## src/core/sched_consts.svh

```systemverilog
/*
  Widths, counts and reset values of the exercise-run scheduler.
  Assumes it is included by bare name from files under core/.
*/
`ifndef SCHED_CONSTS_SVH
`define SCHED_CONSTS_SVH

`define SCHED_ENTRIES 16
`define SCHED_IDX_W 4
`define SCHED_DAY_W 5
`define SCHED_MIN_W 11
`define SCHED_DUR_W 16
`define SCHED_WEEK_DAYS 5'h07
`define SCHED_CYCLE_DAYS 5'h1C
`define SCHED_MINS_PER_DAY 11'h5A0
`define SCHED_REM_RST 16'h0000
`define SCHED_DAY_RST 5'h00
`define SCHED_MIN_RST 11'h000
`define SCHED_MASK_RST 16'h0000

`endif

```

## src/core/sched_pkg.sv

```systemverilog
/*
  Types and shared decode for the exercise-run scheduler.
  Assumes sched_consts.svh is on the include path.
*/
`include "sched_consts.svh"

package sched_pkg;

  typedef enum logic [1:0] {
    MODE_STOP = 2'h0,
    MODE_MANUAL = 2'h1,
    MODE_AUTO = 2'h2
  } mode_e;

  typedef enum logic [2:0] {
    ST_IDLE = 3'h1,
    ST_RUN = 3'h2,
    ST_STOP = 3'h4
  } run_state_e;

  typedef logic [`SCHED_DAY_W-1:0] day_t;
  typedef logic [`SCHED_MIN_W-1:0] min_t;
  typedef logic [`SCHED_DUR_W-1:0] dur_t;

  // Day match: four-week cycle compares directly, weekly cycle folds the day count
  function automatic logic day_hit(input day_t entry_day, input day_t cur_day,
                                   input logic cycle_28);
    day_t folded;
    folded = cur_day % `SCHED_WEEK_DAYS;
    if (cycle_28) begin
      day_hit = (entry_day == cur_day);
    end else begin
      day_hit = (entry_day == folded);
    end
  endfunction

endpackage

```

## src/core/sched_entry.sv

```systemverilog
/*
  One schedule entry: stored start day, start minute and run length,
  plus the countdown of its run window in calendar minutes.
  Assumes tick_i is a one-cycle pulse once per calendar minute.
*/
`timescale 1ns/1ps
`include "sched_consts.svh"

module sched_entry
  import sched_pkg::*;
(
  input wire logic clk_i,
  input wire logic rst_b_i,
  input wire logic ce_i,
  input wire logic wr_i,
  input wire logic wr_valid_i,
  input wire logic [`SCHED_DAY_W-1:0] wr_day_i,
  input wire logic [`SCHED_MIN_W-1:0] wr_min_i,
  input wire logic [`SCHED_DUR_W-1:0] wr_dur_i,
  input wire logic tick_i,
  input wire logic [`SCHED_DAY_W-1:0] cur_day_i,
  input wire logic [`SCHED_MIN_W-1:0] cur_min_i,
  input wire logic cycle_28_i,
  output logic active_o
);

  logic valid_reg;
  day_t day_reg;
  min_t min_reg;
  dur_t dur_reg;
  dur_t rem_reg;
  logic due;

  assign due = valid_reg && (min_reg == cur_min_i) &&
               day_hit(day_reg, cur_day_i, cycle_28_i);

  always_ff @(posedge clk_i) begin
    if (!rst_b_i) begin
      valid_reg <= 1'b0;
      day_reg <= `SCHED_DAY_RST;
      min_reg <= `SCHED_MIN_RST;
      dur_reg <= `SCHED_REM_RST;
    end else if (ce_i && wr_i) begin
      valid_reg <= wr_valid_i;
      day_reg <= wr_day_i;
      min_reg <= wr_min_i;
      dur_reg <= wr_dur_i;
    end
  end

  // Rewriting an entry abandons its current window
  always_ff @(posedge clk_i) begin
    if (!rst_b_i) begin
      rem_reg <= `SCHED_REM_RST;
    end else if (ce_i) begin
      if (wr_i) begin
        rem_reg <= `SCHED_REM_RST;
      end else if (tick_i && due) begin
        rem_reg <= dur_reg;
      end else if (tick_i && rem_reg != `SCHED_REM_RST) begin
        rem_reg <= rem_reg - 16'h0001;
      end
    end
  end

  assign active_o = (rem_reg != `SCHED_REM_RST);
endmodule

```

## src/core/exercise_run_scheduler.sv

```systemverilog
/*
  Exercise-run scheduler: sixteen timed entries that ask the engine
  sequencer to start and stop the set, on or off load.
  Assumes a one-minute tick with day and minute count on the same clock,
  and an engine sequencer that reports running and loaded state.
*/
// How it works
// - Sixteen entries are stored and each is checked against the calendar.
// - A setting picks a seven-day or twenty-eight-day repeat cycle.
// - A due entry requests a start; stop is requested when its run ends.
// - Each entry holds a start day, start minute and run length.
// - A setting decides whether scheduled runs are on load or off load.
// - In stop mode no start is requested after the next enabled clock edge.
// - In manual mode no start is requested for any due entry.
// - Manual running off load stays off load when an on-load entry fires.
// - Runs act only in auto mode without shutdown or trip alarms.
// - Entering auto during an open window requests a start at once.
// - When enabled, the external inhibit input suppresses scheduled runs.
// - Auto running off load goes on load for an on-load entry's window.
`timescale 1ns/1ps
`include "sched_consts.svh"

module exercise_run_scheduler
  import sched_pkg::*;
(
  input wire logic clk_i,
  input wire logic rst_b_i,
  input wire logic ce_i,
  input wire logic entry_wr_i,
  input wire logic [`SCHED_IDX_W-1:0] entry_idx_i,
  input wire logic entry_valid_i,
  input wire logic [`SCHED_DAY_W-1:0] entry_day_i,
  input wire logic [`SCHED_MIN_W-1:0] entry_min_i,
  input wire logic [`SCHED_DUR_W-1:0] entry_dur_i,
  input wire logic cycle_28_i,
  input wire logic on_load_i,
  input wire logic inhibit_en_i,
  input wire logic inhibit_pin_i,
  input wire logic tick_i,
  input wire logic [`SCHED_DAY_W-1:0] cur_day_i,
  input wire logic [`SCHED_MIN_W-1:0] cur_min_i,
  input wire logic [1:0] mode_i,
  input wire logic shutdown_alarm_i,
  input wire logic trip_alarm_i,
  input wire logic set_running_i,
  input wire logic set_loaded_i,
  output logic start_req_o,
  output logic stop_req_o,
  output logic load_req_o,
  output logic window_o,
  output logic [`SCHED_ENTRIES-1:0] active_mask_o
);

  logic [`SCHED_ENTRIES-1:0] slot_active;
  logic [`SCHED_ENTRIES-1:0] mask_reg;
  logic window_reg;
  logic inhibit_q1;
  logic inhibit_q2;
  logic allowed;
  logic window_now;
  logic load_next;
  run_state_e state_reg;
  run_state_e state_next;

  // Entry store, one slot per index
  genvar gi;
  generate
    for (gi = 0; gi < `SCHED_ENTRIES; gi = gi + 1) begin : g_slot
      sched_entry u_entry (
        .clk_i(clk_i),
        .rst_b_i(rst_b_i),
        .ce_i(ce_i),
        .wr_i(entry_wr_i && (entry_idx_i == `SCHED_IDX_W'(gi))),
        .wr_valid_i(entry_valid_i),
        .wr_day_i(entry_day_i),
        .wr_min_i(entry_min_i),
        .wr_dur_i(entry_dur_i),
        .tick_i(tick_i),
        .cur_day_i(cur_day_i),
        .cur_min_i(cur_min_i),
        .cycle_28_i(cycle_28_i),
        .active_o(slot_active[gi])
      );
    end
  endgenerate

  // Inhibit pin comes from outside the clock domain
  always_ff @(posedge clk_i) begin
    if (!rst_b_i) begin
      inhibit_q1 <= 1'b0;
      inhibit_q2 <= 1'b0;
    end else if (ce_i) begin
      inhibit_q1 <= inhibit_pin_i;
      inhibit_q2 <= inhibit_q1;
    end
  end

  assign window_now = |slot_active;

  // Gating: auto mode only, no alarms, no enabled inhibit
  assign allowed = (mode_i == MODE_AUTO) &&
                   !shutdown_alarm_i && !trip_alarm_i &&
                   !(inhibit_en_i && inhibit_q2);

  // The window runs in every mode, so a late move into auto still starts
  always_comb begin
    state_next = state_reg;
    case (state_reg)
      ST_IDLE: begin
        if (window_now && allowed) begin
          state_next = ST_RUN;
        end
      end
      ST_RUN: begin
        if (!window_now || !allowed) begin
          state_next = ST_STOP;
        end
      end
      ST_STOP: begin
        // A window that is still open and allowed again restarts at once
        if (window_now && allowed) begin
          state_next = ST_RUN;
        end else begin
          state_next = ST_IDLE;
        end
      end
      default: begin
        state_next = ST_IDLE;
      end
    endcase
  end

  always_ff @(posedge clk_i) begin
    if (!rst_b_i) begin
      state_reg <= ST_IDLE;
    end else if (ce_i) begin
      state_reg <= state_next;
    end
  end

  // Load request follows the configured choice only while we own the run
  assign load_next = (state_next == ST_RUN) && on_load_i;

  always_ff @(posedge clk_i) begin
    if (!rst_b_i) begin
      load_req_o <= 1'b0;
    end else if (ce_i) begin
      load_req_o <= load_next;
    end
  end

  always_ff @(posedge clk_i) begin
    if (!rst_b_i) begin
      mask_reg <= `SCHED_MASK_RST;
      window_reg <= 1'b0;
    end else if (ce_i) begin
      mask_reg <= slot_active;
      window_reg <= window_now;
    end
  end

  assign start_req_o = (state_reg == ST_RUN);
  assign stop_req_o = (state_reg == ST_STOP);
  assign window_o = window_reg;
  assign active_mask_o = mask_reg;
endmodule

```

## config.mk

```make
export PLATFORM = sky130hd
export DESIGN_NAME = exercise_run_scheduler
export DESIGN_NICKNAME = d
export VERILOG_FILES = /design/src/core/sched_pkg.sv /design/src/core/sched_entry.sv /design/src/core/exercise_run_scheduler.sv
export VERILOG_INCLUDE_DIRS = /design/src /design/src/core
export SDC_FILE = /design/constraint.sdc
export NUM_CORES = 2
export LEC_CHECK = 0
export BUFFER_PORTS_ARGS = -buffer_cell sky130_fd_sc_hd__buf_4
export CAP_MARGIN = 20
export CORE_ASPECT_RATIO = 0.75
export CORE_UTILIZATION = 30
export DETAILED_ROUTE_END_ITERATION = 16
export SLEW_MARGIN = 30
export SYNTH_ARGS = -nofsm -noshare
export SYNTH_HDL_FRONTEND = slang
export SYNTH_SLANG_ARGS = --single-unit
```

## constraint.sdc

```tcl
create_clock -name clk_i -period 5.2 [get_ports clk_i]
set_input_delay 0.26 -clock clk_i [delete_from_list [all_inputs] [get_ports clk_i]]
set_output_delay 0.26 -clock clk_i [all_outputs]
set_load 0.005 [all_outputs]
```

After elaboration in Yosys (flattened, before gate mapping):

Index checks and enable logic that the tools add are counted.

* bits of input ports: 68
* register bits: 807
* logic and storage cells: 397
* output and inout bits: 20

* add/sub/neg operators: 16
* divide/modulo/power cells: 1
* muxes and demuxes: 68
* eq/ne operators: 68
* reduce and logical (&&, ||, !) cells: 158

Operators by type and width (number)
* $mux 16: 48
* $reduce_bool 16->1: 16
* $sub 16x1->16 const B: 16
* $eq 11x11->1: 16
* $eq 5x5->1: 32
* $logic_and 1x1->1: 102
* $reduce_bool 3->1: 16
* $eq 4x4->1 const B: 8
* $reduce_and 2->1: 16
* $eq 4x3->1 const B: 4
* $mux 1: 16
* $reduce_or 16->1: 1
* $pmux 3 s3: 1
* $eq 4x2->1 const B: 2
* $eq 3x2->1 const B: 2
* $mux 3: 2
* $logic_not 1->1: 5
* $mod 5x3->5 const B: 1
* $eq 4x1->1 const B: 1
* $logic_not 4->1: 1
* $eq 3x1->1 const B: 1
* $eq 3x3->1 const B: 1
* $eq 2x2->1 const B: 1
* $mux 2: 1
* $logic_or 1x1->1: 1

Logic depth before layout (Yosys ltp):

* word-level depth: 10
* mapped depth: 18
* mapped depth without buffers: 14

By module:

Synthesis repeated with hierarchy kept, for this count alone.

* cell total of the unflattened synthesis: 5677
* area, all modules: 46254.4 µm²

Modules (own cells, without submodules)
* sched_entry at g_slot[0].u_entry ...: sequential area each 980.9 µm², area each 2821.5 µm², cells an instance 348, instances 8
* sched_entry at g_slot[10].u_entry ...: sequential area each 980.9 µm², area each 2829.0 µm², cells an instance 347, instances 7
* sched_entry at g_slot[9].u_entry: sequential area each 980.9 µm², area each 2831.5 µm², cells an instance 347, instances 1
* exercise_run_scheduler: sequential area each 460.4 µm², area each 1048.5 µm², cells an instance 117, instances 1

Worst setup path before layout:

OpenSTA, ideal clock, no wires.

* kind: input port to flip-flop
* from: input cur_day_i[3]
* to: register g_slot[1].u_entry.rem_reg[12]
* slack: 1437 ps
* stages on the path: 15
* data required time: 5077 ps
* path buffers: 5
* library setup time: 123 ps
* arrival: 3641 ps
* cells stage by stage: buf_6 buf_2 a21boi_0 ha_1 mux2_2 o21a_1 o41ai_2 buf_2 xnor2_1 nand3_1 a2111oi_2 buf_2 buf_2 mux2i_1 o2bb2ai_1

* cells in the longest elaborated chain, start to end: 7
* elaborated cells between the ends (all ways): 10
* classes of those cells: div: 1; eq/ne: 2; mux: 3; reduce/logical: 4

Ends and longest elaborated chain
* start, declared: line exercise_run_scheduler.sv:40 `` input wire logic [`SCHED_DAY_W-1:0] cur_day_i, ``
* $mod 5x3->5 (no line)
* $eq 5x5->1: line sched_pkg.sv:33 `day_hit = (entry_day == folded);`
* $mux 1 (*): line sched_pkg.sv:30 `if (cycle_28) begin`
* $logic_and 1x1->1 (*): line sched_entry.sv:34 `assign due = valid_reg && (min_reg == cur_min_i) &&`
* $logic_and 1x1->1 (*): line sched_entry.sv:58 `end else if (tick_i && due) begin`
* $reduce_bool 3->1 (no line) or $mux 16 (tied branches)
* $reduce_and 2->1 (no line) or $mux 16 (tied branches)
* end signal, assigned: line sched_entry.sv:57 `` rem_reg <= `SCHED_REM_RST; ``
* end signal, assigned: line sched_entry.sv:59 `rem_reg <= dur_reg;`
* end signal, assigned: line sched_entry.sv:61 `rem_reg <= rem_reg - 16'h0001;`
* end, declared: line sched_entry.sv:31 `dur_t rem_reg;`

Every way passes the cells marked *; elsewhere a longest branch is shown, timed or not.
A chain may end at the register's enable or synchronous reset.

Final worst setup path:

* from: input cur_day_i[3]
* to: register g_slot[15].u_entry.rem_reg[2]

* cells in the longest elaborated chain, start to end: 7
* elaborated cells between the ends (all ways): 10
* classes of those cells: div: 1; eq/ne: 2; mux: 3; reduce/logical: 4

Ends and longest elaborated chain (line)
* $mod 5x3->5 (no line)
* $eq 5x5->1: sched_pkg.sv:33
* $mux 1 (*): sched_pkg.sv:30
* $logic_and 1x1->1 (*): sched_entry.sv:34
* $logic_and 1x1->1 (*): sched_entry.sv:58
* $reduce_bool 3->1 (no line) or $mux 16 (tied branches)
* $reduce_and 2->1 (no line) or $mux 16 (tied branches)
* end signal, assigned: sched_entry.sv:57
* end signal, assigned: sched_entry.sv:59
* end signal, assigned: sched_entry.sv:61
* end, declared: sched_entry.sv:31

Marked as above.

==> reports/results.tsv <==
metric	value	unit
cts_tree	built	
clock_skew	0.0203	ns
worst-r2r-setup-slack	1.22	ns
worst_path_largest_cell_delay	0.70	ns
synthArstFlopShare	0	
worst_pin_slew	0.975	ns
synth_top_area_frac	0.406	
r2r-end	load_req_o	
yosysMostFrequentCell	nand2_1	
clock_latency	0.67	ns
drv_slew	0	
synth-edff-count	0	
fin_crit_sh	0.781	
holdPathStages	3	
crit_chain	buf_4, and3_1, o21ai_0, nand2_1, ha_1, o21a_1, o211a_1, nand2_4, o221ai_1, o221ai_1, a2111oi_4, buf_4, nand2b_1, nor3_1, a21oi_1, o21ai_0	
ys.flop_type	dfxtp_1	
grt_pass1_wl	214000	µm
postRouteAntennaNets	0	
final.min_clock_period	4.06	ns
io_buffers	85	
clk_path_buf_depth	3	
die_y	317	µm
ys_seq_area_frac	0.406	
synth_area_leaders	dfxtp_1 (41%), nand2_1 (13%), a21oi_1 (12%), o21ai_0 (5.1%), clkbuf_1 (3.4%)	
wl	140000	µm
drc	0	
grt_util_all_layers	0.202	
dp.cells	7034	
fp-row-count	115	
fin_util	0.340	
via_per_inst	5.45	
floorplan.initialDensity	0.303	
ctsRootBufferMaster	clkbuf_16	
num-nets-final	5467	
synth_top_area_cell	dfxtp_1	
rsz0062_at_grt	false	
hold_path_class	in -> reg	
syn-instance-count	5515	
syn2layout_area_growth	12.3	%
max_freq	0.246	GHz
critPathRequiredTime	5.72	ns
cp-start-kind	primary input	
r2r-start	g_slot[7].u_entry.rem_reg[8]	
antenna_found_initial	6	
nFillCells	14000	
grt_start_max_net_pins	170	
rr_worst_depth	10	
coreArea	131000	µm²
io_pins	88	
syn_area	39800	µm²
gp_congestion	0.879	
hold_end	g_slot[6].u_entry.dur_reg[14]	
maxCapViolations	0	
h-tree-depth	3	
setup_tns	0	ns
grt_overflow	0	
worstPathMaxFanout	43	
hold_start	entry_dur_i[14]	
setup_viol	0	
yosys_register_bits	807	
synth_common_cells	nand2_1 (1393), a21oi_1 (934), dfxtp_1 (807), o21ai_0 (409), clkbuf_1 (363)	
syn_area_per_cell	7.21	µm²
drt-initial-drc-count	4573	
first_global_vias	35200	
dp_hpwl	87600	µm
slowest_stage	o221ai_1	
max_slew_margin	0.333	
via_count	39200	
yosysWarnings	0	
powerDensity	519	nW/µm²
die_x	422	µm
cts_resized	0	
clk_pin_slew_worst_paths	0.07	ns
cts_made_buffers	79	
drive_above_1_share	0.0744	
ys_types	91	
first_pass_iters	7	
outcome	finished clean	
p_leak	15.3	nW
cts_sinks	807	
stdcell_count	7192	
finalHoldViolations	0	
cts_setup_buffers	0	
synth_nets	5601	
wl_per_cell	19.5	µm
critPathKind	in -> reg	
arrival	4.58	ns
peakVddDrop	0.000337	V
crit_path_end_kind	flop	
dieArea	134000	µm²
==> cell type report <==
| class | count | area [µm²] | area share |
|---|---|---|---|
| Clock inverter | 9 | 72.6 | 0.00163 |
| Clock buffer | 124 | 2400 | 0.0537 |
| Tap cell | 1755 | 2200 | 0.0492 |
| Inverter | 69 | 267 | 0.00597 |
| Multi-Input combinational cell | 4208 | 21800 | 0.489 |
| Sequential cell | 807 | 16200 | 0.362 |
| Timing Repair Buffer | 216 | 1710 | 0.0383 |
| Antenna cell | 4 | 10.0 | 0.000224 |
==> layout by cell type, fill, tap and decap left out, drive strengths merged, types with 20 or more instances in the layout <==
cell,count
a21oi,934
buf,195
clkbuf,124
dfxtp,807
dlygate4sd3,21
inv,67
mux2i,21
nand2,1396
nand2b,26
nand3,85
nand4,56
nor2,260
nor3,154
nor4,111
nor4b,24
o211ai,24
o21a,20
o21ai,442
o22ai,49
o31ai,38
or2,27
or3,77
or4,24
xnor2,78
xor2,145
==> kinds of logic after synthesis <==
family,after synthesis,share of synthesized area
AO/OA/AOI/OAI,1619,0.222
XOR/XNOR,223,0.0491
adder cells (fa/ha/maj),18,0.00566
buffers and inverters,500,0.0494
flip-flops,807,0.406
multiplexers,24,0.00614
AND/OR/NAND/NOR,2324,0.262
==> power by group <==
part | switching (W) | total, W | internal [W]
clock | 0.00256 | 0.00575 | 0.00320
combinational | 0.00602 | 0.00963 | 0.00360
sequential | 0.000734 | 0.00777 | 0.00704
==> worst max-delay path by stage <==
stage	from	to	slack [ns]	cells after the start
detailed placement	cur_day_i[3]	g_slot[15].u_entry.rem_reg[2]	0.61	16
global route	cur_day_i[3]	g_slot[15].u_entry.rem_reg[2]	0.98	16
floorplan	cur_day_i[3]	g_slot[1].u_entry.rem_reg[12]	1.44	15
finish	cur_day_i[3]	g_slot[15].u_entry.rem_reg[2]	1.14	16
CTS	g_slot[7].u_entry.rem_reg[8]	load_req_o	1.27	10
global placement	cur_day_i[3]	g_slot[3].u_entry.rem_reg[9]	0.63	13
==> critical path, delay by kind of cell <==
family | cells | cell delay (ns)
adders and majority gates | 1 | 0.50
AOI/OAI and AO/OA | 8 | 2.35
buffers and inverters | 2 | 0.72
and+or+nand+nor | 5 | 0.68
==> metrics by stage <==
step           area, µm²  setup slack [ns]  total power [W]  hold slack, ns
2_1_floorplan      39800              1.44           0.0148           0.407
3_3_place_gp       41900             0.633           0.0171           0.428
3_5_place_dp       41900             0.614           0.0173           0.438
4_1_cts            44600              1.27           0.0230          0.0103
5_1_grt            44600             0.980           0.0248          0.0407
6_report           44600              1.14           0.0232          0.0462
==> routing by layer <==
layer | global-route usage | up-vias | part of all wire
li1 | - | 18800 | -
met1 | 0.299 | 18700 | 0.47
met2 | 0.304 | 1494 | 0.42
met3 | 0.0263 | 227 | 0.080
met4 | 0.0604 | 4 | 0.026
met5 | 0 | - | 0.00018
==> timing repair <==
| action | in CTS | in global routing |
|---|---|---|
| setup endpoints to repair | 0 | 0 |
| hold buffers | 21 | 0 |
| hold endpoints to repair | 222 | 0 |
Note: power is estimated with default switching activity, not from simulation.
